## config.mk

```make
export PLATFORM = sky130hd
export DESIGN_NAME = spb_sequencer
export DESIGN_NICKNAME = d
export VERILOG_FILES = /design/src/rtl/spb_arbiter.v /design/src/rtl/spb_sequencer.v
export VERILOG_INCLUDE_DIRS = /design/src /design/src/rtl
export SDC_FILE = /design/constraint.sdc
export NUM_CORES = 1
export LEC_CHECK = 0
export BUFFER_PORTS_ARGS = -buffer_cell sky130_fd_sc_hd__buf_2
export CORE_ASPECT_RATIO = 0.9
export CORE_MARGIN = 2
export CORE_UTILIZATION = 59
export CTS_CLUSTER_DIAMETER = 120
export CTS_CLUSTER_SIZE = 12
export DETAILED_ROUTE_END_ITERATION = 7
export GPL_TIMING_DRIVEN = 1
export MAX_ROUTING_LAYER = met4
export PLACE_DENSITY = 0.81
export SYNTH_ARGS = -nofsm -noshare
export SYNTH_HDL_FRONTEND = slang
export SYNTH_SLANG_ARGS = --single-unit
```

## constraint.sdc

```tcl
create_clock -name clk -period 5.2 [get_ports clk]
set_clock_uncertainty 0.1 [all_clocks]
set_input_delay 1.56 -clock clk [delete_from_list [all_inputs] [get_ports clk]]
set_output_delay 1.56 -clock clk [all_outputs]
set_load 0.02 [all_outputs]
```

## src/rtl/spb_regs.vh

```
`ifndef SPB_REGS_VH
`define SPB_REGS_VH
`define SPB_HASH_W     16
`define SPB_SERIAL_W   16
`define SPB_DEV_N      16
`define SPB_SETTLE_NS  1000
`define SPB_SETTLE_CYC ((`SPB_SETTLE_NS + 7) / 8)
`define SPB_ERR_NONE   4'h0
`define SPB_ERR_BAT    4'h1
`define SPB_ERR_PATH   4'h2
`define SPB_ERR_SERIAL 4'h3
`define SPB_ERR_HASH   4'h4
`define SPB_ERR_CONS   4'h5
`define SPB_ERR_POWER  4'h6
`define SPB_CMD_DATA   2'h0
`define SPB_CMD_HDR    2'h1
`define SPB_CMD_END    2'h2
`endif

```

## src/rtl/spb_arbiter.v

```verilog
`include "spb_regs.vh"
module spb_arbiter #(
  parameter N = `SPB_DEV_N
) (
  input  wire         clk,
  input  wire         reset_n,
  input  wire [N-1:0] req,
  input  wire         enable,
  output reg  [N-1:0] grant_r
);
  reg  [N-1:0] pick;
  reg          found;
  integer      i;
  // fixed priority, lowest index wins
  always @* begin
    pick  = {N{1'b0}};
    found = 1'b0;
    for (i = 0; i < N; i = i + 1) begin
      if (req[i] && !found) begin
        pick[i] = 1'b1;
        found   = 1'b1;
      end
    end
  end
  always @(posedge clk or negedge reset_n) begin
    if (!reset_n) begin
      grant_r <= {N{1'b0}};
    end else begin
      grant_r <= enable ? pick : {N{1'b0}};
    end
  end
endmodule

```

## src/rtl/spb_sequencer.v

```verilog
`include "spb_regs.vh"
module spb_sequencer #(
  parameter HW      = `SPB_HASH_W,
  parameter SW      = `SPB_SERIAL_W,
  parameter N       = `SPB_DEV_N,
  parameter SETTLE  = `SPB_SETTLE_CYC
) (
  input  wire          clk,
  input  wire          reset_n,
  input  wire          diskette_mounted,
  input  wire          load_button,
  input  wire          poweroff_button,
  input  wire          self_test_ok,
  input  wire          store_test_ok,
  input  wire          drive_ready,
  input  wire          path_ok,
  input  wire          console_ok,
  input  wire          power_good,
  input  wire          sp2_present,
  input  wire          expansion_fitted,
  input  wire [SW-1:0] machine_serial,
  input  wire          disk_valid,
  input  wire [1:0]    disk_kind,
  input  wire [7:0]    disk_byte,
  input  wire          cs_read,
  input  wire [31:0]   cs_word,
  input  wire          cs_parity,
  input  wire [7:0]    dec_bits,
  input  wire          dec_check,
  input  wire          machine_check,
  input  wire          channel_check,
  input  wire          logout_valid,
  input  wire          logout_last,
  input  wire          sp2_logout_valid,
  input  wire          diag_done,
  input  wire          patch_req,
  input  wire [N-1:0]  dev_req,
  input  wire          bus_grant,
  output reg           sp_power_r,
  output reg           drive_power_r,
  output reg           disk_read_r,
  output reg           disk_write_r,
  output reg  [7:0]    disk_wdata_r,
  output reg           load_own_r,
  output reg           load_ip_r,
  output reg           load_sp2_r,
  output reg           init_dls_r,
  output reg           sections_power_r,
  output reg           remote_power_r,
  output reg           ip_suspend_r,
  output reg           logout_req_r,
  output reg           mc_interrupt_r,
  output reg           sp2_logout_r,
  output reg           parity_err_r,
  output reg           decode_err_r,
  output reg           bus_req_r,
  output reg  [N-1:0]  dev_grant_r,
  output reg           busy_r,
  output reg           done_r,
  output reg  [3:0]    err_code_r
);
  localparam S_OFF    = 4'h0;
  localparam S_BAT    = 4'h1;
  localparam S_PATH   = 4'h2;
  localparam S_REC1   = 4'h3;
  localparam S_OWN    = 4'h4;
  localparam S_CONS   = 4'h5;
  localparam S_PWR    = 4'h6;
  localparam S_IPLOAD = 4'h7;
  localparam S_SP2    = 4'h8;
  localparam S_DLS    = 4'h9;
  localparam S_RUN    = 4'hA;
  localparam S_DIAG   = 4'hB;
  localparam S_PATCH  = 4'hC;
  localparam S_FAIL   = 4'hD;
  localparam CW       = 12;
  localparam [CW-1:0] SETTLE_C = SETTLE[CW-1:0];

  reg [3:0]    state_r;
  reg [3:0]    state_nxt;
  reg [CW-1:0] cnt_r;
  reg [HW-1:0] hash_r;
  reg [SW-1:0] serial_r;
  reg [1:0]    ser_idx_r;
  reg [1:0]    hsh_idx_r;
  reg [HW-1:0] want_r;
  reg          log_done_r;
  reg [2:0]    mnt_s;
  reg [2:0]    btn_s;
  reg [2:0]    off_s;
  reg [2:0]    mc_s;
  reg          btn_q;
  reg          off_q;
  reg [3:0]    err_nxt;
  wire         mounted  = mnt_s[1] & mnt_s[2];
  wire         btn_now  = (btn_s[1] == btn_s[2]) ? btn_s[2] : btn_q;
  wire         off_now  = (off_s[1] == off_s[2]) ? off_s[2] : off_q;
  wire         mc_now   = mc_s[1] & mc_s[2];
  wire         btn_rise = btn_now & ~btn_q;
  wire         off_rise = off_now & ~off_q;
  wire         settled  = (cnt_r >= SETTLE_C);
  wire         rec_end  = disk_valid && (disk_kind == `SPB_CMD_END);
  wire [N-1:0] dev_mask = expansion_fitted ? {N{1'b1}} : {{(N/2){1'b0}}, {(N/2){1'b1}}};
  wire [N-1:0] grants;
  wire         load_state = (state_r == S_OWN) || (state_r == S_IPLOAD) || (state_r == S_SP2);

  spb_arbiter #(.N(N)) u_arb (
    .clk     (clk),
    .reset_n (reset_n),
    .req     (dev_req & dev_mask),
    .enable  (state_r == S_RUN),
    .grant_r (grants)
  );

  always @(posedge clk or negedge reset_n) begin
    if (!reset_n) begin
      mnt_s <= 3'h0;
      btn_s <= 3'h0;
      off_s <= 3'h0;
      mc_s  <= 3'h0;
      btn_q <= 1'b0;
      off_q <= 1'b0;
    end else begin
      mnt_s <= {mnt_s[1:0], diskette_mounted};
      btn_s <= {btn_s[1:0], load_button};
      off_s <= {off_s[1:0], poweroff_button};
      mc_s  <= {mc_s[1:0], machine_check | channel_check};
      btn_q <= btn_now;
      off_q <= off_now;
    end
  end

  always @* begin
    state_nxt = state_r;
    err_nxt   = `SPB_ERR_NONE;
    case (state_r)
      S_OFF:    if (mounted) state_nxt = S_BAT;
      S_BAT:    if (settled) begin
                  if (self_test_ok && store_test_ok) state_nxt = S_PATH;
                  else err_nxt = `SPB_ERR_BAT;
                end
      S_PATH:   if (settled) begin
                  if (drive_ready && path_ok) state_nxt = S_REC1;
                  else err_nxt = `SPB_ERR_PATH;
                end
      S_REC1:   if (rec_end) begin
                  if (serial_r == machine_serial) state_nxt = S_OWN;
                  else err_nxt = `SPB_ERR_SERIAL;
                end
      S_OWN:    if (rec_end) begin
                  if (hash_r == want_r) state_nxt = S_CONS;
                  else err_nxt = `SPB_ERR_HASH;
                end
      S_CONS:   if (settled) begin
                  if (console_ok) state_nxt = S_PWR;
                  else err_nxt = `SPB_ERR_CONS;
                end
      S_PWR:    if (settled) begin
                  if (power_good) state_nxt = S_IPLOAD;
                  else err_nxt = `SPB_ERR_POWER;
                end
      S_IPLOAD: if (rec_end) begin
                  if (hash_r != want_r) err_nxt = `SPB_ERR_HASH;
                  else if (sp2_present) state_nxt = S_SP2;
                  else state_nxt = S_DLS;
                end
      S_SP2:    if (rec_end) begin
                  if (hash_r == want_r) state_nxt = S_DLS;
                  else err_nxt = `SPB_ERR_HASH;
                end
      S_DLS:    if (settled) state_nxt = S_RUN;
      S_RUN:    if (mc_now) state_nxt = S_DIAG;
                else if (patch_req) state_nxt = S_PATCH;
                else if (btn_rise) state_nxt = S_BAT;
      S_DIAG:   if (log_done_r && diag_done && !mc_now) state_nxt = S_RUN;
      S_PATCH:  if (!patch_req) state_nxt = S_RUN;
      S_FAIL:   if (btn_rise && mounted) state_nxt = S_BAT;
      default:  state_nxt = S_OFF;
    endcase
    if (err_nxt != `SPB_ERR_NONE) state_nxt = S_FAIL;
  end

  always @(posedge clk or negedge reset_n) begin
    if (!reset_n) begin
      state_r    <= S_OFF;
      cnt_r      <= {CW{1'b0}};
      err_code_r <= `SPB_ERR_NONE;
      done_r     <= 1'b0;
      busy_r     <= 1'b0;
    end else begin
      state_r <= state_nxt;
      if (state_nxt != state_r) cnt_r <= {CW{1'b0}};
      else if (!settled) cnt_r <= cnt_r + 1'b1;
      if (err_nxt != `SPB_ERR_NONE) err_code_r <= err_nxt;
      else if (state_nxt == S_BAT && state_r != S_BAT) err_code_r <= `SPB_ERR_NONE;
      done_r <= (state_nxt == S_RUN) || (state_nxt == S_DIAG) || (state_nxt == S_PATCH);
      busy_r <= (state_nxt != S_OFF) && (state_nxt != S_RUN) && (state_nxt != S_FAIL);
    end
  end

  // hash and serial fields come framed by header command bytes on the diskette
  always @(posedge clk or negedge reset_n) begin
    if (!reset_n) begin
      hash_r    <= {HW{1'b0}};
      want_r    <= {HW{1'b0}};
      serial_r  <= {SW{1'b0}};
      ser_idx_r <= 2'h0;
      hsh_idx_r <= 2'h0;
    end else if (state_nxt != state_r) begin
      hash_r    <= {HW{1'b0}};
      hsh_idx_r <= 2'h0;
      ser_idx_r <= 2'h0;
    end else if (disk_valid) begin
      if (state_r == S_REC1 && disk_kind == `SPB_CMD_HDR && ser_idx_r < 2'h2) begin
        serial_r  <= {serial_r[SW-9:0], disk_byte};
        ser_idx_r <= ser_idx_r + 1'b1;
      end
      if (load_state && disk_kind == `SPB_CMD_DATA) begin
        hash_r <= hash_r + {{(HW-8){1'b0}}, disk_byte};
      end
      if (load_state && disk_kind == `SPB_CMD_HDR && hsh_idx_r < 2'h2) begin
        want_r    <= {want_r[HW-9:0], disk_byte};
        hsh_idx_r <= hsh_idx_r + 1'b1;
      end
    end
  end

  always @(posedge clk or negedge reset_n) begin
    if (!reset_n) begin
      sp_power_r       <= 1'b0;
      drive_power_r    <= 1'b0;
      disk_read_r      <= 1'b0;
      disk_write_r     <= 1'b0;
      disk_wdata_r     <= 8'h00;
      load_own_r       <= 1'b0;
      load_ip_r        <= 1'b0;
      load_sp2_r       <= 1'b0;
      init_dls_r       <= 1'b0;
      sections_power_r <= 1'b0;
      remote_power_r   <= 1'b0;
      ip_suspend_r     <= 1'b0;
      logout_req_r     <= 1'b0;
      mc_interrupt_r   <= 1'b0;
      sp2_logout_r     <= 1'b0;
      log_done_r       <= 1'b0;
      parity_err_r     <= 1'b0;
      decode_err_r     <= 1'b0;
      bus_req_r        <= 1'b0;
      dev_grant_r      <= {N{1'b0}};
    end else begin
      sp_power_r    <= 1'b1;
      drive_power_r <= (state_nxt != S_OFF);
      // reads follow sequencer states only; the one program path to the drive is patch writes in S_PATCH
      disk_read_r   <= (state_nxt == S_REC1) || (state_nxt == S_OWN) ||
                       (state_nxt == S_IPLOAD) || (state_nxt == S_SP2);
      disk_write_r  <= (state_r == S_PATCH) && patch_req;
      disk_wdata_r  <= cs_word[7:0];
      load_own_r    <= (state_nxt == S_OWN);
      load_ip_r     <= (state_nxt == S_IPLOAD);
      load_sp2_r    <= (state_nxt == S_SP2);
      init_dls_r    <= (state_nxt == S_DLS);
      if (state_nxt == S_PWR) sections_power_r <= 1'b1;
      else if (off_rise || state_nxt == S_OFF) sections_power_r <= 1'b0;
      if (state_nxt == S_PWR) remote_power_r <= 1'b1;
      else if (off_rise) remote_power_r <= 1'b0;
      ip_suspend_r  <= (state_nxt == S_DIAG);
      logout_req_r  <= (state_nxt == S_DIAG) && !log_done_r;
      sp2_logout_r  <= (state_r == S_DIAG) && sp2_present && sp2_logout_valid;
      if (state_r != S_DIAG) log_done_r <= 1'b0;
      else if (logout_valid && logout_last) log_done_r <= 1'b1;
      // interrupt raised only on leaving diagnosis
      mc_interrupt_r <= (state_r == S_DIAG) && (state_nxt == S_RUN);
      if (cs_read && (^{cs_word, cs_parity})) parity_err_r <= 1'b1;
      else if (btn_rise) parity_err_r <= 1'b0;
      if (cs_read && (dec_check != ^dec_bits)) decode_err_r <= 1'b1;
      else if (btn_rise) decode_err_r <= 1'b0;
      if (|grants) bus_req_r <= 1'b1;
      else if (bus_grant) bus_req_r <= 1'b0;
      if (|grants) dev_grant_r <= grants;
      else if (bus_grant) dev_grant_r <= {N{1'b0}};
    end
  end
endmodule

```

==> Implementation_results.wiki <==
{| class="wikitable"
! Metric !! Value
|-
| Mux contribution to synthesized area || 0.02928
|-
| Number of H-tree branching levels || 4
|-
| Maximum vdd drop || between 300 and 400 uV
|-
| Mapped Avg Cell Area || 10.50 um2
|-
| Net count of the mapped netlist || roughly 800
|-
| Leading cell type by number of instances after synthesis || dfrtp_1
|-
| Number of nets still failing antenna checks after routing || 0
|-
| Cell area after synthesis || 0.007179 mm2
|-
| Adder and majority cell fraction of the synthesized area || 0.02475
|-
| Share of the cycle needed by the critical path after routing || 0.8021
|-
| Post-synthesis async set-or-reset flop share || 1.000
|-
| Maximum fanout count along the critical path || 32
|-
| Quantity of I/O buffers inserted on ports || ~150
|-
| Global routing usage summed across all routing layers || 0.2731
|-
| Cell types occupying the most area after synthesis || dfrtp_1 (51%), xnor2_1 (7.7%), nand2_1 (5.5%), xor2_1 (3.9%), mux2_2 (2.5%)
|-
| Largest stage delay, worst path || 0.77 ns
|-
| Flip-flop and latch count after synthesis || 145
|-
| Areal power density over the cells || between 400 and 500 mW/mm2
|-
| Seq/Total Area, Yosys || 0.5054
|-
| Setup crit end || hsh_idx_r[1]
|-
| Overall die area || ~0.013 mm2
|-
| Syn. warnings || 0
|-
| RePlAce Congestion || 0.9234
|-
| Maximum capacitance violations || 0
|-
| Number of vias per cell after detailed routing || around 5.6
|-
| Setup slack of the critical path after layout || between 1 and 1.5 ns
|-
| Count of buffer and inverter cells on the critical path || 1
|-
| Area growth from synthesis to layout || 21.65%
|-
| Cell type of the slowest stage on the worst timing path || or4_4
|-
| Core region area || around 0.012 mm2
|-
| Pre-antenna DRT Iters || 5
|-
| DR WL met3 || just over 1000 um
|-
| Num Clock Sinks || between 100 and 150
|-
| Quantity of hold-fixing buffers added after cts || 0
|-
| Launching element type of the critical path || input port
|-
| Maximum number of pins on one net before global-route repair || 88
|-
| DR WL met2 || between 8000 and 9000 um
|-
| Core Rows || 38
|-
| Total non-filler cell area in the finished layout || 0.008733 mm2
|-
| Series of cell instances along the critical path || buf_2 > xor2_1 > nor4_2 > nand4_1 > a32oi_2 > o211a_1 > a21oi_1 > or4_4 > nor4b_1
|-
| Top-level port count || about 150
|-
| Number of pins exceeding their max-slew limit in the final report || 0
|-
| Hold Path Class || register to register
|-
| Share of final-layout standard cells stronger than drive strength 1 || 0.2693
|-
| Deepest clock path buffer count || 2
|-
| Via count of the first global-routing pass || 5574
|-
| Setup repair after global routing missed its margin || false
|-
| Worst path depth || 9
|-
| Start point of the critical path || machine_serial[8]
|-
| Kind of end point of the critical path || register
|-
| Minimum clock period || 4.171 ns
|-
| CTS tree || built
|-
| Inserted Clock Buffers || 17
|-
| Top cell family by delay on the critical path || simple AND/OR/NAND/NOR gates
|-
| Type of the setup path with the least slack || input port to register
|-
| Effective utilization at floorplan || 0.5992
|-
| Number of buffers inserted by post-CTS setup repair || 0
|-
| Simple logic cell fraction of the synthesized area || 0.2086
|-
| Worst-margin pin slew || 0.9522 ns
|-
| Final setup violation count || 0
|-
| Sequential cell area || 0.003628 mm2
|-
| Die W || 120.3 um
|-
| First-pass GRT wire length || roughly 27000 um
|-
| Multi-input combinational cell area || between 0.003 and 0.004 mm2
|-
| Fillers || 833
|-
| Worst R2R Path Depth || 11
|-
| Data arrival time of the worst path || 4.38 ns
|-
| Number of antenna violations at the first check in global routing || 0
|-
| M1 WL || a little over 7000 um
|-
| Required time reported for the critical path endpoint || ~5.4 ns
|-
| Clock transition at the registers of the reported paths || ~0.060 ns
|-
| DRC errors left || 0
|-
| Total wirelength of the detailed-routed design || between 15000 and 20000 um
|-
| Cell area after placement || slightly above 0.008 mm2
|-
| Startpoint of the worst-slack reg-to-reg timing path || cnt_r[0]
|-
| Half-perimeter wire length after detailed placement || about 12000 um
|-
| LEAKAGE || ~4.3 nW
|-
| Endpoint of the lowest-slack register-to-register path || hsh_idx_r[1]
|-
| Highest metal layer with signal wires || met4
|-
| Complex-gate fraction of the synthesized area || 0.08766
|-
| Share of the synthesized netlist area taken by xor and xnor gates || 0.1159
|-
| Final count of hold timing violations || 0
|-
| Diode count || 0
|-
| Iteration-0 DRC count of the detailed router || roughly 370
|-
| Max-Slew Margin vs Limit || 0.3628
|-
| Count of different cell masters after synthesis || 73
|-
| Number of nets in the layout || around 950
|-
| Commonest cells post-synth || dfrtp_1 (145), nand2_1 (105), xnor2_1 (63)
|-
| Total congestion overflow || 0
|-
| Overall power || around 4.3 mW
|-
| Main combinational cell family by area after synthesis || simple AND/OR/NAND/NOR gates
|-
| Outcome || finished, final reports clean
|-
| Detail-routed net length per standard cell || ~17 um
|-
| Via count of the routed design || around 5.6k
|-
| Synthesized instance count || approximately 700
|-
| Clock latency reported for the late side of the worst-skew pair || between 0.4 and 0.5 ns
|-
| Top cell type's share of synthesized area || 0.5054
|-
| Post-layout utilization of the core || 0.7289
|-
| Placement Setup Slack || approximately 0.64 ns
|-
| Setup slack, reg-to-reg || around 1.6 ns
|-
| Cell accounting for the most synthesized area || dfrtp_1
|-
| Quantity of gates resized following cts || 0
|-
| Cell at the root of the clock tree || clkbuf_16
|-
| Count of flip-flops with a built-in enable after synthesis || 0
|-
| Floorplan die height || approximately 110 um
|-
| Sum of negative setup slack || 0 ns
|-
| Highest Clock Rate || about 0.24 GHz
|-
| Top flip-flop cell by instance count after synthesis || dfrtp_1
|}
==> cell type report <==
| cell class | count | area share |
|---|---|---|
| multi-input combinational | 497 | 0.3855 |
| inverter | 12 | 0.005158 |
| tap | 160 | 0.02292 |
| clock inverter | 15 | 0.03009 |
| sequential | 145 | 0.4155 |
| clock buffer | 17 | 0.04871 |
| timing repair buffer | 157 | 0.09212 |
==> cells by family (layout without fill, tap and decap cells) <==
kind of cell             after synthesis  in the layout
buffers and inverters                 42            201
XOR/XNOR                              95             95
multiplexers                          19             19
AND/OR/NAND/NOR                      279            279
adder cells (fa/ha/maj)               14             14
AO/OA/AOI/OAI                         88             88
flip-flops                           145            145
other                                  2              2
==> flip-flops by register name (all words and copies together), names as in the netlist, 2 cells and up <==
signal and flops:
btn_s 3, mc_s 3, err_code_r 3, ser_idx_r 2
hash_r 16, state_r 4, hsh_idx_r 2, mnt_s 3
dev_grant_r 16, disk_wdata_r 8, u_arb.grant_r 16, off_s 3
cnt_r 12, want_r 16, serial_r 16
==> worst reg2reg max path, stage by stage (launching register included) <==
cell	delay [ns]
dfrtp_1	0.42
inv_1	0.12
ha_1	0.14
nor2b_1	0.14
nor3b_1	0.07
nor2_1	0.58
nor4_1	0.09
nor4_1	0.37
nand3_1	0.50
xor2_2	0.30
buf_4	0.28
nor4b_1	0.36
==> power by group <==
group          switching, mW  internal, mW  total, mW
Clock                  0.466         0.945       1.41
Sequential             0.189          1.30       1.48
Combinational          0.882         0.507       1.39
Total                   1.54          2.75       4.29
==> worst min-delay path by stage <==
stage | start | to | cells after the start
after floorplan | btn_s[0] | btn_s[1] | 0
after global placement | mc_s[0] | mc_s[1] | 0
after detailed placement | off_s[0] | off_s[1] | 0
after CTS | mc_s[0] | mc_s[1] | 0
after global routing | mc_s[0] | mc_s[1] | 0
final | mc_s[0] | mc_s[1] | 0
==> stage by stage <==
| step | instances | hold WS (ns) |
|---|---|---|
| 2_1_floorplan | 684 | 0.2312 |
| 3_3_place_gp | 971 | 0.2340 |
| 3_5_place_dp | 971 | 0.2347 |
| 4_1_cts | 1003 | 0.2611 |
| 5_1_grt | 1003 | 0.2729 |
| 6_report | 1003 | 0.2567 |
==> cell usage in the layout (no fill, tap or decap), types with 7 or more instances in the layout <==
cell | synthesis | final
nand2b_1 | 7 | 7
clkbuf_16 | 0 | 17
a21oi_1 | 13 | 13
xnor2_1 | 63 | 63
nor4_1 | 9 | 9
nor3_1 | 31 | 31
a21o_1 | 19 | 19
o21ai_0 | 12 | 12
and3_1 | 7 | 7
bufinv_16 | 0 | 7
inv_1 | 11 | 11
dfrtp_1 | 145 | 145
nor2_1 | 38 | 38
nand3b_1 | 7 | 7
buf_2 | 7 | 151
mux2_2 | 16 | 16
xor2_1 | 32 | 31
nand4_1 | 16 | 16
nand2_1 | 105 | 105
ha_1 | 11 | 11
==> metal layers <==
metal | vias to the layer above | GRT usage
met4 | 0 | 0.08638
met3 | 30 | 0.05282
met5 | - | -
met2 | 225 | 0.4432
met1 | 2738 | 0.3523
li1 | 2656 | -
Note: power is estimated with default switching activity, not from simulation.
